[src/sctr_pkg.sv]
// Constants shared by the socket command and trigger register logic.
package sctr_pkg;
   // Register interface widths.
   localparam int BANK_W = 2;
   localparam int SEL_W = 9;
   localparam int DATA_W = 32;
   // Bank numbers.
   localparam logic [1:0] BANK_CTRL = 2'h0;
   localparam logic [1:0] BANK_MAP = 2'h1;
   // Register select values inside the control bank.
   localparam logic [8:0] SEL_STATUS = 9'h000;
   localparam logic [8:0] SEL_SWTRIG = 9'h001;
   // Trigger allocation and the derived field widths.
   localparam int TRIG_COUNT = 16;
   localparam int TRIG_W = $clog2(TRIG_COUNT);
   localparam int ID_W = $clog2(TRIG_COUNT);
   // Command word field positions.
   localparam int CMD_LO = 0;
   localparam int CMD_HI = 7;
   localparam int BYTE_LO = 8;
   localparam int BYTE_HI = 15;
   localparam int WIDE_LO = 16;
   localparam int WIDE_HI = 31;
   // Status and trigger register bit positions.
   localparam int SHUT_BIT = 7;
   localparam int PEND_BIT = 31;
   // Command codes.
   localparam logic [7:0] CMD_SHUTDOWN = 8'h00;
   localparam logic [7:0] CMD_RESTART_QUIET = 8'h01;
   localparam logic [7:0] CMD_RESTART_STATUS = 8'h02;
   localparam logic [7:0] CMD_PROCEED = 8'h03;
   localparam logic [7:0] CMD_USER_CTRL = 8'h04;
   // Values after reset.
   localparam logic RST_SHUTDOWN = 1'b1;
   localparam logic RST_PENDING = 1'b0;
   localparam logic [31:0] RST_WORD = 32'h0000_0000;
endpackage

[src/sctr_map_if.sv]
// Interface between the register front end and the trigger map bank.
`timescale 1ns/1ps
interface sctr_map_if;
   logic wrEn;                               // One-cycle write strobe.
   logic [sctr_pkg::SEL_W-1:0] sel;          // Entry selected by software.
   logic [sctr_pkg::DATA_W-1:0] wrData;      // Data of the write.
   logic [sctr_pkg::DATA_W-1:0] rdData;      // Read word for sel.
   logic [sctr_pkg::TRIG_W-1:0] lookupIdx;   // Trigger being looked up.
   logic [sctr_pkg::ID_W-1:0] lookupId;      // Module identifier it maps to.
   logic shutdown;                           // Manager is in shutdown.
   modport bank(input wrEn, sel, wrData, lookupIdx, shutdown, output rdData, lookupId);
   modport ctrl(output wrEn, sel, wrData, lookupIdx, shutdown, input rdData, lookupId);
endinterface

[src/sctr_map_bank.sv]
// Trigger to module identifier mapping bank.
`timescale 1ns/1ps
module sctr_map_bank (
   input wire logic mclk,
   input wire logic rst_n,
   sctr_map_if.bank mapIf
);
   // One stored identifier per trigger; the first entry belongs to trigger 0.
   logic [sctr_pkg::ID_W-1:0] entry_q [sctr_pkg::TRIG_COUNT];
   logic [sctr_pkg::ID_W-1:0] entry_d [sctr_pkg::TRIG_COUNT];
   logic selInRange;

   // Entries beyond the allocation do not exist and behave as unused bits.
   assign selInRange = (mapIf.sel[sctr_pkg::SEL_W-1:sctr_pkg::TRIG_W] == '0);

   // Next state: a write lands only in shutdown, and only the low bits are kept.
   always_comb begin
      for (int i = 0; i < sctr_pkg::TRIG_COUNT; i++) begin
         entry_d[i] = entry_q[i];
      end
      if (mapIf.wrEn && mapIf.shutdown && selInRange) begin
         entry_d[mapIf.sel[sctr_pkg::TRIG_W-1:0]] = mapIf.wrData[sctr_pkg::ID_W-1:0];
      end
   end

   // Storage; reset clears every row, so duplicates and spare rows are legal.
   always_ff @(posedge mclk) begin
      for (int i = 0; i < sctr_pkg::TRIG_COUNT; i++) begin
         if (!rst_n) begin
            entry_q[i] <= '0;
         end else begin
            entry_q[i] <= entry_d[i];
         end
      end
   end

   // Read word: zero outside shutdown, upper bits always zero.
   always_comb begin
      mapIf.rdData = sctr_pkg::RST_WORD;
      if (mapIf.shutdown && selInRange) begin
         mapIf.rdData[sctr_pkg::ID_W-1:0] = entry_q[mapIf.sel[sctr_pkg::TRIG_W-1:0]];
      end
   end

   // The loader looks up row N for trigger N regardless of software gating.
   assign mapIf.lookupId = entry_q[mapIf.lookupIdx];
endmodule

[src/sctr_socket_regs.sv]
// Register front end of one socket: command, status, software trigger and map access.
`timescale 1ns/1ps
module sctr_socket_regs (
   input wire logic mclk,
   input wire logic rst_n,
   input wire logic regWrEn,
   input wire logic regRdEn,
   input wire logic [sctr_pkg::BANK_W-1:0] regBank,
   input wire logic [sctr_pkg::SEL_W-1:0] regSel,
   input wire logic [sctr_pkg::DATA_W-1:0] regWrData,
   input wire logic [2:0] coreState,
   input wire logic [3:0] coreError,
   input wire logic loadReady,
   output logic [sctr_pkg::DATA_W-1:0] regRdData,
   output logic regRdValid,
   output logic cmdValid,
   output logic [7:0] cmdCode,
   output logic [7:0] cmdParamByte,
   output logic [15:0] command_param_wide,
   output logic inShutdown,
   output logic loadStart,
   output logic [sctr_pkg::TRIG_W-1:0] loadTrigger,
   output logic [sctr_pkg::ID_W-1:0] module_identifier
);
   // Bank-level decode of the current access.
   logic ctrlHit;
   logic mapHit;
   logic statusWr;
   logic trigWr;
   logic cmdKnown;
   logic accept;
   // Read path registers.
   logic [sctr_pkg::DATA_W-1:0] rdData_q, rdData_d;
   logic rdValid_q, rdValid_d;
   // Command capture registers.
   logic cmdValid_q, cmdValid_d;
   logic [7:0] cmdCode_q, cmdCode_d;
   logic [7:0] cmdByte_q, cmdByte_d;
   logic [15:0] cmdWide_q, cmdWide_d;
   // Socket manager state as seen by this block.
   logic shutdown_q, shutdown_d;
   // Software trigger state.
   logic pending_q, pending_d;
   logic [sctr_pkg::TRIG_W-1:0] trig_q, trig_d;
   // Load hand-off registers.
   logic loadStart_q, loadStart_d;
   logic [sctr_pkg::TRIG_W-1:0] loadTrig_q, loadTrig_d;
   logic [sctr_pkg::ID_W-1:0] loadId_q, loadId_d;

   // Carrier to the map bank; the bank keeps its own storage array.
   sctr_map_if mapIf();

   // Decodes a command code; reserved codes are refused rather than trusted.
   function automatic logic isKnownCmd(input logic [7:0] code);
      return (code == sctr_pkg::CMD_SHUTDOWN) || (code == sctr_pkg::CMD_RESTART_QUIET) ||
             (code == sctr_pkg::CMD_RESTART_STATUS) || (code == sctr_pkg::CMD_PROCEED) ||
             (code == sctr_pkg::CMD_USER_CTRL);
   endfunction

   // Address decode for both banks.
   assign ctrlHit = (regBank == sctr_pkg::BANK_CTRL);
   assign mapHit = (regBank == sctr_pkg::BANK_MAP);
   assign statusWr = regWrEn && ctrlHit && (regSel == sctr_pkg::SEL_STATUS);
   assign trigWr = regWrEn && ctrlHit && (regSel == sctr_pkg::SEL_SWTRIG);
   assign cmdKnown = isKnownCmd(regWrData[sctr_pkg::CMD_HI:sctr_pkg::CMD_LO]);
   // A trigger is taken only while active and when the loader can start.
   assign accept = pending_q && !shutdown_q && loadReady;

   // Map bank connections.
   assign mapIf.wrEn = regWrEn && mapHit;
   assign mapIf.sel = regSel;
   assign mapIf.wrData = regWrData;
   assign mapIf.lookupIdx = trig_q;
   assign mapIf.shutdown = shutdown_q;

   sctr_map_bank i_sctr_map_bank (
      .mclk(mclk),
      .rst_n(rst_n),
      .mapIf(mapIf)
   );

   // Read path: status at the shared address, trigger register, or the map bank.
   always_comb begin
      rdData_d = sctr_pkg::RST_WORD;
      rdValid_d = regRdEn;
      if (regRdEn && ctrlHit && (regSel == sctr_pkg::SEL_STATUS)) begin
         // A read here never sees the command word, only status.
         rdData_d[sctr_pkg::SHUT_BIT] = shutdown_q;
         rdData_d[6:3] = coreError;
         rdData_d[2:0] = coreState;
      end else if (regRdEn && ctrlHit && (regSel == sctr_pkg::SEL_SWTRIG)) begin
         rdData_d[sctr_pkg::PEND_BIT] = pending_q;
         rdData_d[sctr_pkg::TRIG_W-1:0] = trig_q;
      end else if (regRdEn && mapHit) begin
         // The bank itself zeroes reads outside shutdown and unstored bits.
         rdData_d = mapIf.rdData;
      end
   end

   // Command capture: fields are latched together so they stay consistent.
   always_comb begin
      cmdValid_d = 1'b0;
      cmdCode_d = cmdCode_q;
      cmdByte_d = cmdByte_q;
      cmdWide_d = cmdWide_q;
      shutdown_d = shutdown_q;
      // Reserved codes fall through, so nothing is captured for them.
      if (statusWr && cmdKnown) begin
         cmdValid_d = 1'b1;
         cmdCode_d = regWrData[sctr_pkg::CMD_HI:sctr_pkg::CMD_LO];
         cmdByte_d = regWrData[sctr_pkg::BYTE_HI:sctr_pkg::BYTE_LO];
         cmdWide_d = regWrData[sctr_pkg::WIDE_HI:sctr_pkg::WIDE_LO];
         case (regWrData[sctr_pkg::CMD_HI:sctr_pkg::CMD_LO])
            sctr_pkg::CMD_SHUTDOWN: begin
               shutdown_d = 1'b1;
            end
            sctr_pkg::CMD_RESTART_QUIET, sctr_pkg::CMD_RESTART_STATUS: begin
               shutdown_d = 1'b0;
            end
            default: begin
               // Proceed and user control leave the state as it is.
               shutdown_d = shutdown_q;
            end
         endcase
      end
   end

   // Software trigger: a new write wins over both an old trigger and the pending clear of an acceptance.
   always_comb begin
      pending_d = pending_q;
      trig_d = trig_q;
      loadStart_d = 1'b0;
      loadTrig_d = loadTrig_q;
      loadId_d = loadId_q;
      // The acceptance is evaluated first so that a write below can override its pending clear; the load still starts.
      if (accept) begin
         pending_d = 1'b0;
         loadStart_d = 1'b1;
         loadTrig_d = trig_q;
         loadId_d = mapIf.lookupId;
      end
      if (trigWr) begin
         pending_d = 1'b1;
         trig_d = regWrData[sctr_pkg::TRIG_W-1:0];
      end
   end

   // Read path registers; the word is cleared under reset so no stale data leaks out.
   always_ff @(posedge mclk) begin
      if (!rst_n) begin
         rdData_q <= sctr_pkg::RST_WORD;
         rdValid_q <= 1'b0;
      end else begin
         rdData_q <= rdData_d;
         rdValid_q <= rdValid_d;
      end
   end

   // Command registers; reset leaves the manager in shutdown so the map is open at once.
   always_ff @(posedge mclk) begin
      if (!rst_n) begin
         cmdValid_q <= 1'b0;
         cmdCode_q <= '0;
         cmdByte_q <= '0;
         cmdWide_q <= '0;
         shutdown_q <= sctr_pkg::RST_SHUTDOWN;
      end else begin
         cmdValid_q <= cmdValid_d;
         cmdCode_q <= cmdCode_d;
         cmdByte_q <= cmdByte_d;
         cmdWide_q <= cmdWide_d;
         shutdown_q <= shutdown_d;
      end
   end

   // Trigger and load hand-off registers.
   always_ff @(posedge mclk) begin
      if (!rst_n) begin
         pending_q <= sctr_pkg::RST_PENDING;
         trig_q <= '0;
         loadStart_q <= 1'b0;
         loadTrig_q <= '0;
         loadId_q <= '0;
      end else begin
         pending_q <= pending_d;
         trig_q <= trig_d;
         loadStart_q <= loadStart_d;
         loadTrig_q <= loadTrig_d;
         loadId_q <= loadId_d;
      end
   end

   // Every output comes straight from a flip-flop.
   assign regRdData = rdData_q;
   assign regRdValid = rdValid_q;
   assign cmdValid = cmdValid_q;
   assign cmdCode = cmdCode_q;
   assign cmdParamByte = cmdByte_q;
   assign command_param_wide = cmdWide_q;
   assign inShutdown = shutdown_q;
   assign loadStart = loadStart_q;
   assign loadTrigger = loadTrig_q;
   assign module_identifier = loadId_q;
endmodule

[config.mk]
export PLATFORM = sky130hd
export DESIGN_NAME = sctr_socket_regs
export DESIGN_NICKNAME = d
export VERILOG_FILES = /design/src/sctr_pkg.sv /design/src/sctr_map_if.sv /design/src/sctr_map_bank.sv /design/src/sctr_socket_regs.sv
export SDC_FILE = /design/constraint.sdc
export NUM_CORES = 1
export LEC_CHECK = 0
export ABC_AREA = 1
export BUFFER_PORTS_ARGS = -buffer_cell sky130_fd_sc_hd__buf_2
export CAP_MARGIN = 20
export CORE_UTILIZATION = 45
export CTS_CLUSTER_DIAMETER = 120
export CTS_CLUSTER_SIZE = 40
export DETAILED_ROUTE_END_ITERATION = 12
export PLACE_DENSITY = 0.68
export SLEW_MARGIN = 20
export SYNTH_ARGS = -nofsm -noshare
export SYNTH_HDL_FRONTEND = slang
export SYNTH_SLANG_ARGS = --single-unit
export TNS_END_PERCENT = 1
[constraint.sdc]
create_clock -name mclk -period 4.5 [get_ports mclk]
set_clock_uncertainty 0.1 [all_clocks]
set_input_delay 0.45 -clock mclk [delete_from_list [all_inputs] [get_ports mclk]]
set_output_delay 0.45 -clock mclk [all_outputs]
set_load 0.01 [all_outputs]
==> results of run 1 <==
cell usage after synthesis, types with 4 or more instances:
library cell	count
sky130_fd_sc_hd__nor2_1	99
sky130_fd_sc_hd__a211oi_1	4
sky130_fd_sc_hd__inv_1	119
sky130_fd_sc_hd__a21oi_1	98
sky130_fd_sc_hd__nand3_1	42
sky130_fd_sc_hd__buf_4	26
sky130_fd_sc_hd__o21ai_0	92
sky130_fd_sc_hd__o211ai_1	7
sky130_fd_sc_hd__nand2_2	9
sky130_fd_sc_hd__dfxtp_1	122
sky130_fd_sc_hd__clkbuf_1	27
sky130_fd_sc_hd__buf_2	17
sky130_fd_sc_hd__nand2_1	270
where the power goes:
part	leakage (µW)	switching [µW]	internal [µW]
clock network	0.000293	531	882
logic	0.00218	89.1	28.2
registers	0.000982	0.282	1080
final timing paths:
check / startpoint / endpoint / slack [ns]
max: mapIf.lookupIdx[1] / module_identifier[3] / 1.99
max reg2reg: mapIf.lookupIdx[1] / module_identifier[3] / 1.99
min reg2reg: command_param_wide[4] / command_param_wide[4] / 0.34
min: coreError[3] / regRdData[6] / 0.14
worst register-to-register path, cell delays in order (launching register included):
cell	delay, ns
sky130_fd_sc_hd__dfxtp_1	0.82
sky130_fd_sc_hd__inv_1	0.61
sky130_fd_sc_hd__a21oi_1	0.26
sky130_fd_sc_hd__o21ai_0	0.15
sky130_fd_sc_hd__nand3_1	0.13
sky130_fd_sc_hd__nand2_1	0.13
sky130_fd_sc_hd__a21o_1	0.18
sky130_fd_sc_hd__nor2_1	0.08
per-stage QoR:
| step | instance area (µm²) | hold slack (ns) |
|---|---|---|
| floorplan | 6290 | 0.329 |
| global placement | 6660 | 0.328 |
| detailed placement | 6660 | 0.332 |
| CTS | 7270 | 0.124 |
| global route | 7270 | 0.141 |
| finish | 7270 | 0.139 |
cells by family after synthesis:
family,Yosys count
other,1
AND/OR/NAND/NOR,436
buffers and inverters,196
AO/OA/AOI/OAI,205
flip-flops,122
cell type report:
class / instances / area share
Clock inverter: 14 / 0.0248
Sequential cell: 122 / 0.336
Inverter: 121 / 0.0625
Clock buffer: 18 / 0.0590
Multi-Input combinational cell: 664 / 0.410
Timing Repair Buffer: 111 / 0.0778
Tap cell: 176 / 0.0303
flip-flops by register name, indices dropped and copies added (netlist names), 4 cells and up:
signal / flops
i_sctr_map_bank.entry_q: 64
command_param_wide: 16
regRdData: 9
cmdCode: 8
cmdParamByte: 8
loadTrigger: 4
mapIf.lookupIdx: 4
module_identifier: 4
metal layers:
layer,vias to the layer above,routed length (µm)
met5,-,0
met4,0,211
met3,16,1520
met2,282,7900
met1,2739,7920
li1,3112,-
==> impl_metrics.sql, run 1 <==
INSERT INTO impl_metrics (metric_group, metric, value, unit) VALUES
('outcome', 'status', 'completed', ''),
('clocking', 'quantity_of_gates_resized_following_cts', '0', ''),
('floorplanning', 'fp.coreArea', '13300', 'µm²'),
('grt', 'grtUsageTotal', '0.252', ''),
('clocking', 'cts_tree', 'built', ''),
('logic_synthesis', 'count_of_flip_flops_with_a_built_in_enable_after_synthesis', '0', ''),
('floorplanning', 'std_cell_rows', '42', ''),
('power', 'p_per_area', '359', 'nW/µm²'),
('logic_synthesis', 'synth_flop_cell', 'sky130_fd_sc_hd__dfxtp_1', ''),
('finish', 'final_cell_count_no_fill', '1226', ''),
('grt', 'gr-usage-met3', '0.0603', ''),
('detailed_routing', 'routedWlPerCell', '14.3', 'µm'),
('grt', 'largest_net_degree_at_the_start_of_global_routing', '60', ''),
('logic_synthesis', 'main_combinational_cell_family_by_area_after_synthesis', 'simple AND/OR/NAND/NOR gates', ''),
('grt', 'use_met1', '0.339', ''),
('detailed_routing', 'drc', '0', ''),
('place', 'dp.cells', '1194', ''),
('finish', 'final_layout_size_suffix_gt1_frac', '0.157', ''),
('finish', 'register_area', '2440', 'µm²'),
('clocking', 'cts_sinks', '122', ''),
('floorplanning', 'fp.dieW', '119', 'µm'),
('setup_path', 'worst_path_largest_cell_delay', '0.82', 'ns'),
('power', 'power.static_leakage', '0.00346', 'µW'),
('logic_synthesis', 'ys_seq_elements', '122', ''),
('logic_synthesis', 'synth_top_area_cell', 'sky130_fd_sc_hd__dfxtp_1', ''),
('timing', 'timing.max_slew.rel_slack', '0.415', ''),
('logic_synthesis', 'share_of_synthesized_area_spent_on_multiplexers', '0', ''),
('clocking', 'htree_num_levels', '4', ''),
('finish', 'finish.net_count', '1092', ''),
('clocking', 'clkTransAtPathRegs', '0.06', 'ns'),
('place', 'dp_slack', '1.94', 'ns'),
('timing', 'fmax', '398', 'MHz'),
('timing', 'worst-slew-pin-transition', '0.869', 'ns'),
('logic_synthesis', 'synthesis.area_per_instance', '6.46', 'µm²'),
('logic_synthesis', 'share_of_the_yosys_chip_area_belonging_to_registers', '0.394', ''),
('setup_path', 'worst-path-max-fanout', '20', ''),
('clocking', 'postCtsHoldBufs', '0', ''),
('power', 'vdd_drop_max', '0.000225', 'V'),
('logic_synthesis', 'synth-simple-area-share', '0.294', ''),
('setup_path', 'worstSetupPathType', 'reg -> reg', ''),
('setup_path', 'crit_family', 'flip-flops', ''),
('logic_synthesis', 'post_synth_fa_ha_maj_area_fraction', '0', ''),
('detailed_routing', 'drt-pass1-iter-count', '5', ''),
('timing', 'period_minus_slack', '2.51', 'ns'),
('finish', 'layout_commonest_cell', 'sky130_fd_sc_hd__nand2_1', ''),
('timing', 'fin_setup_tns', '0', 'ns'),
('finish', 'layout.cells.most_common_list', '270 x sky130_fd_sc_hd__nand2_1, 122 x sky130_fd_sc_hd__dfxtp_1, 119 x sky130_fd_sc_hd__inv_1', ''),
('hold_path', 'worst_hold_path_class', 'in -> reg', ''),
('place', 'port_buffers', '107', ''),
('floorplanning', 'die-area', '14300', 'µm²'),
('logic_synthesis', 'synth.distinct_cells', '30', ''),
('detailed_routing', 'drt_iter0_drc', '558', ''),
('timing', 'finalSetupViolCount', '0', ''),
('logic_synthesis', 'synth_compound_gate_area_share', '0.171', ''),
('timing', 'worst_slack', '1.99', 'ns'),
('timing', 'timing.final.hold_violations', '0', ''),
('floorplanning', 'start_util', '0.465', ''),
('setup_path', 'critical_path.endpoint_type', 'flop', ''),
('logic_synthesis', 'post_synth_instance_area', '6210', 'µm²'),
('finish', 'post-route-util', '0.545', ''),
('hold_path', 'worst_hold_path.num_cells', '3', ''),
('setup_path', 'timing.critical_path.cells', 'inv_1, a21oi_1, o21ai_0, nand3_1, nand2_1, a21o_1, nor2_1', ''),
('grt', 'antenna_found_initial', '0', ''),
('finish', 'antenna-diode-count', '0', ''),
('logic_synthesis', 'postSynthCellCount', '960', ''),
('finish', 'syn_to_final_growth', '17.1', '%'),
('timing', 'timing.final.crit_share', '0.558', ''),
('detailed_routing', 'finalWirelength', '17600', 'µm'),
('setup_path', 'worstSetupPathDepth', '7', ''),
('finish', 'area_of_the_multi_input_gates', '2980', 'µm²'),
('floorplanning', 'ios', '131', '');
Power figures use the tool's default switching activity.
==> inputs of run 2 (changes only) <==
Clock period 4.5 ns to 2.5 ns, I/O delays scaled along.
==> impl_metrics.sql, run 2 (synthesis results as in run 1) <==
INSERT INTO impl_metrics (metric_group, metric, value, unit) VALUES
('outcome', 'status', 'completed', ''),
('clocking', 'htree_num_levels', '4', ''),
('place', 'port_buffers', '107', ''),
('timing', 'period_minus_slack', '2.03', 'ns'),
('finish', 'antenna-diode-count', '0', ''),
('place', 'post-dp-hpwl', '12400', 'µm'),
('setup_path', 'worst-path-max-fanout', '12', ''),
('finish', 'area_of_the_multi_input_gates', '2980', 'µm²'),
('finish', 'register_area', '2440', 'µm²'),
('finish', 'syn_to_final_growth', '21.1', '%'),
('clocking', 'ctsRootBufferMaster', 'sky130_fd_sc_hd__clkbuf_16', ''),
('detailed_routing', 'antenna_violating_nets_post_route', '0', ''),
('detailed_routing', 'drt-pass1-iter-count', '5', ''),
('clocking', 'clkLatencyLatePin', '0.43', 'ns'),
('hold_path', 'worst_hold_path_class', 'in -> reg', ''),
('clocking', 'max-clock-path-buffers', '2', ''),
('timing', 'worst_hold_slack', '0.00944', 'ns'),
('floorplanning', 'ios', '131', ''),
('grt', 'global_route_wire_length_before_repair', '28600', 'µm'),
('clocking', 'cts_sinks', '122', ''),
('grt', 'grt_pass1_vias', '5562', ''),
('detailed_routing', 'num_vias', '6202', ''),
('setup_path', 'startpoint_type', 'flop', ''),
('detailed_routing', 'finalWirelength', '18000', 'µm'),
('timing', 'finalSetupViolCount', '0', ''),
('finish', 'finish.net_count', '1113', ''),
('clocking', 'clkTransAtPathRegs', '0.06', 'ns'),
('setup_path', 'worstSetupPathType', 'reg -> reg', ''),
('detailed_routing', 'post_drt_via_cell_ratio', '4.97', ''),
('grt', 'grtUsageTotal', '0.262', ''),
('finish', 'post-route-util', '0.563', ''),
('timing', 'timing.final.crit_share', '0.813', ''),
('detailed_routing', 'drt_iter0_drc', '459', ''),
('finish', 'layout_commonest_cell', 'sky130_fd_sc_hd__nand2_1', ''),
('power', 'power.static_leakage', '0.00359', 'µW'),
('detailed_routing', 'drc', '0', ''),
('timing', 'fmax', '492', 'MHz'),
('flow_run', 'drv_cap', '0', ''),
('grt', 'grt_overflow_total', '0', ''),
('finish', 'final.fill_count', '1359', ''),
('grt', 'antenna_found_initial', '1', ''),
('floorplanning', 'die_h', '119', 'µm'),
('timing', 'worst_slack', '0.468', 'ns'),
('floorplanning', 'fp.dieW', '119', 'µm'),
('place', 'gp_congestion', '0.916', ''),
('grt', 'largest_net_degree_at_the_start_of_global_routing', '45', ''),
('power', 'p_per_area', '659', 'nW/µm²'),
('timing', 'final_max_slew_viol_count', '0', ''),
('timing', 'rsz0062_at_grt', 'no', ''),
('setup_path', 'required', '2.70', 'ns'),
('floorplanning', 'start_util', '0.465', ''),
('setup_path', 'timing.critical_path.arrival', '2.23', 'ns'),
('timing', 'timing.max_slew.rel_slack', '0.481', ''),
('finish', 'final_layout_size_suffix_gt1_frac', '0.165', ''),
('timing', 'timing.final.hold_violations', '0', ''),
('finish', 'top_register', 'i_sctr_map_bank.entry_q', ''),
('detailed_routing', 'routedWlPerCell', '14.4', 'µm'),
('place', 'dp_slack', '0.479', 'ns'),
('floorplanning', 'std_cell_rows', '42', ''),
('floorplanning', 'fp.coreArea', '13300', 'µm²'),
('clocking', 'cts_tree', 'built', ''),
('timing', 'fin_setup_tns', '0', 'ns'),
('finish', 'largest_register_ffs', '64', ''),
('floorplanning', 'die-area', '14300', 'µm²'),
('finish', 'final_cell_count_no_fill', '1247', ''),
('power', 'vdd_drop_max', '0.000363', 'V'),
('setup_path', 'critical_path.endpoint_type', 'flop', ''),
('clocking', 'inserted_clock_buffers', '17', ''),
('timing', 'worst-slew-pin-transition', '0.777', 'ns'),
('place', 'dp.cells', '1206', ''),
('finish', 'layout.cells.most_common_list', '270 x sky130_fd_sc_hd__nand2_1, 122 x sky130_fd_sc_hd__dfxtp_1, 119 x sky130_fd_sc_hd__inv_1', '');
-- run 2: through the flow --
step                power, µW  area, µm²
finish                   4950       7520
global route             5110       7520
CTS                      4990       7520
detailed placement       2210       6760
global placement         2210       6760
floorplan                2150       6290
-- run 2: per-layer routing --
metal,routed length (µm),share of wire,global-route usage
met1,7940,0.44,0.341
met2,8230,0.46,0.414
met3,1490,0.082,0.0738
met4,341,0.019,0.0906
met5,13,0.00072,0
-- run 2: path summary, 6_finish.rpt --
path,endpoint,from,depth (start not counted),slack (ns)
worst max-delay path,i_sctr_map_bank.entry_q[14][1],inShutdown,7,0.47
worst min-delay path,command_param_wide[1],regWrData[17],3,0.009
worst max register to register,i_sctr_map_bank.entry_q[14][1],inShutdown,7,0.47
worst min register to register,command_param_wide[15],command_param_wide[15],2,0.34
-- run 2: timing repair --
action | 4_1_cts | 5_1_grt
buffers inserted | 0 | 0
hold buffers | 9 | 0
endpoints found under the hold margin | 9 | 0
resized for setup | 0 | 0
-- run 2: power breakdown --
group | switching [µW] | internal [µW] | total (µW)
combinational | 166 | 68.3 | 234
sequential | 0.434 | 1950 | 1950
clock | 935 | 1840 | 2770
-- run 2: critical path, cell delays in order (launching register included) --
cell	delay, ns
sky130_fd_sc_hd__dfxtp_1	0.35
sky130_fd_sc_hd__inv_1	0.09
sky130_fd_sc_hd__nor2_1	0.25
sky130_fd_sc_hd__nand2_4	0.16
sky130_fd_sc_hd__nor2_1	0.57
sky130_fd_sc_hd__nand3_1	0.24
sky130_fd_sc_hd__nand2_1	0.11
sky130_fd_sc_hd__a21oi_1	0.04
-- run 2: final cells by class --
type / instances / area share
clock buffer: 20 / 0.0608
sequential: 122 / 0.325
clock inverter: 12 / 0.0278
tap: 176 / 0.0293
multi-input combinational: 664 / 0.396
timing repair buffer: 132 / 0.101
inverter: 121 / 0.0604
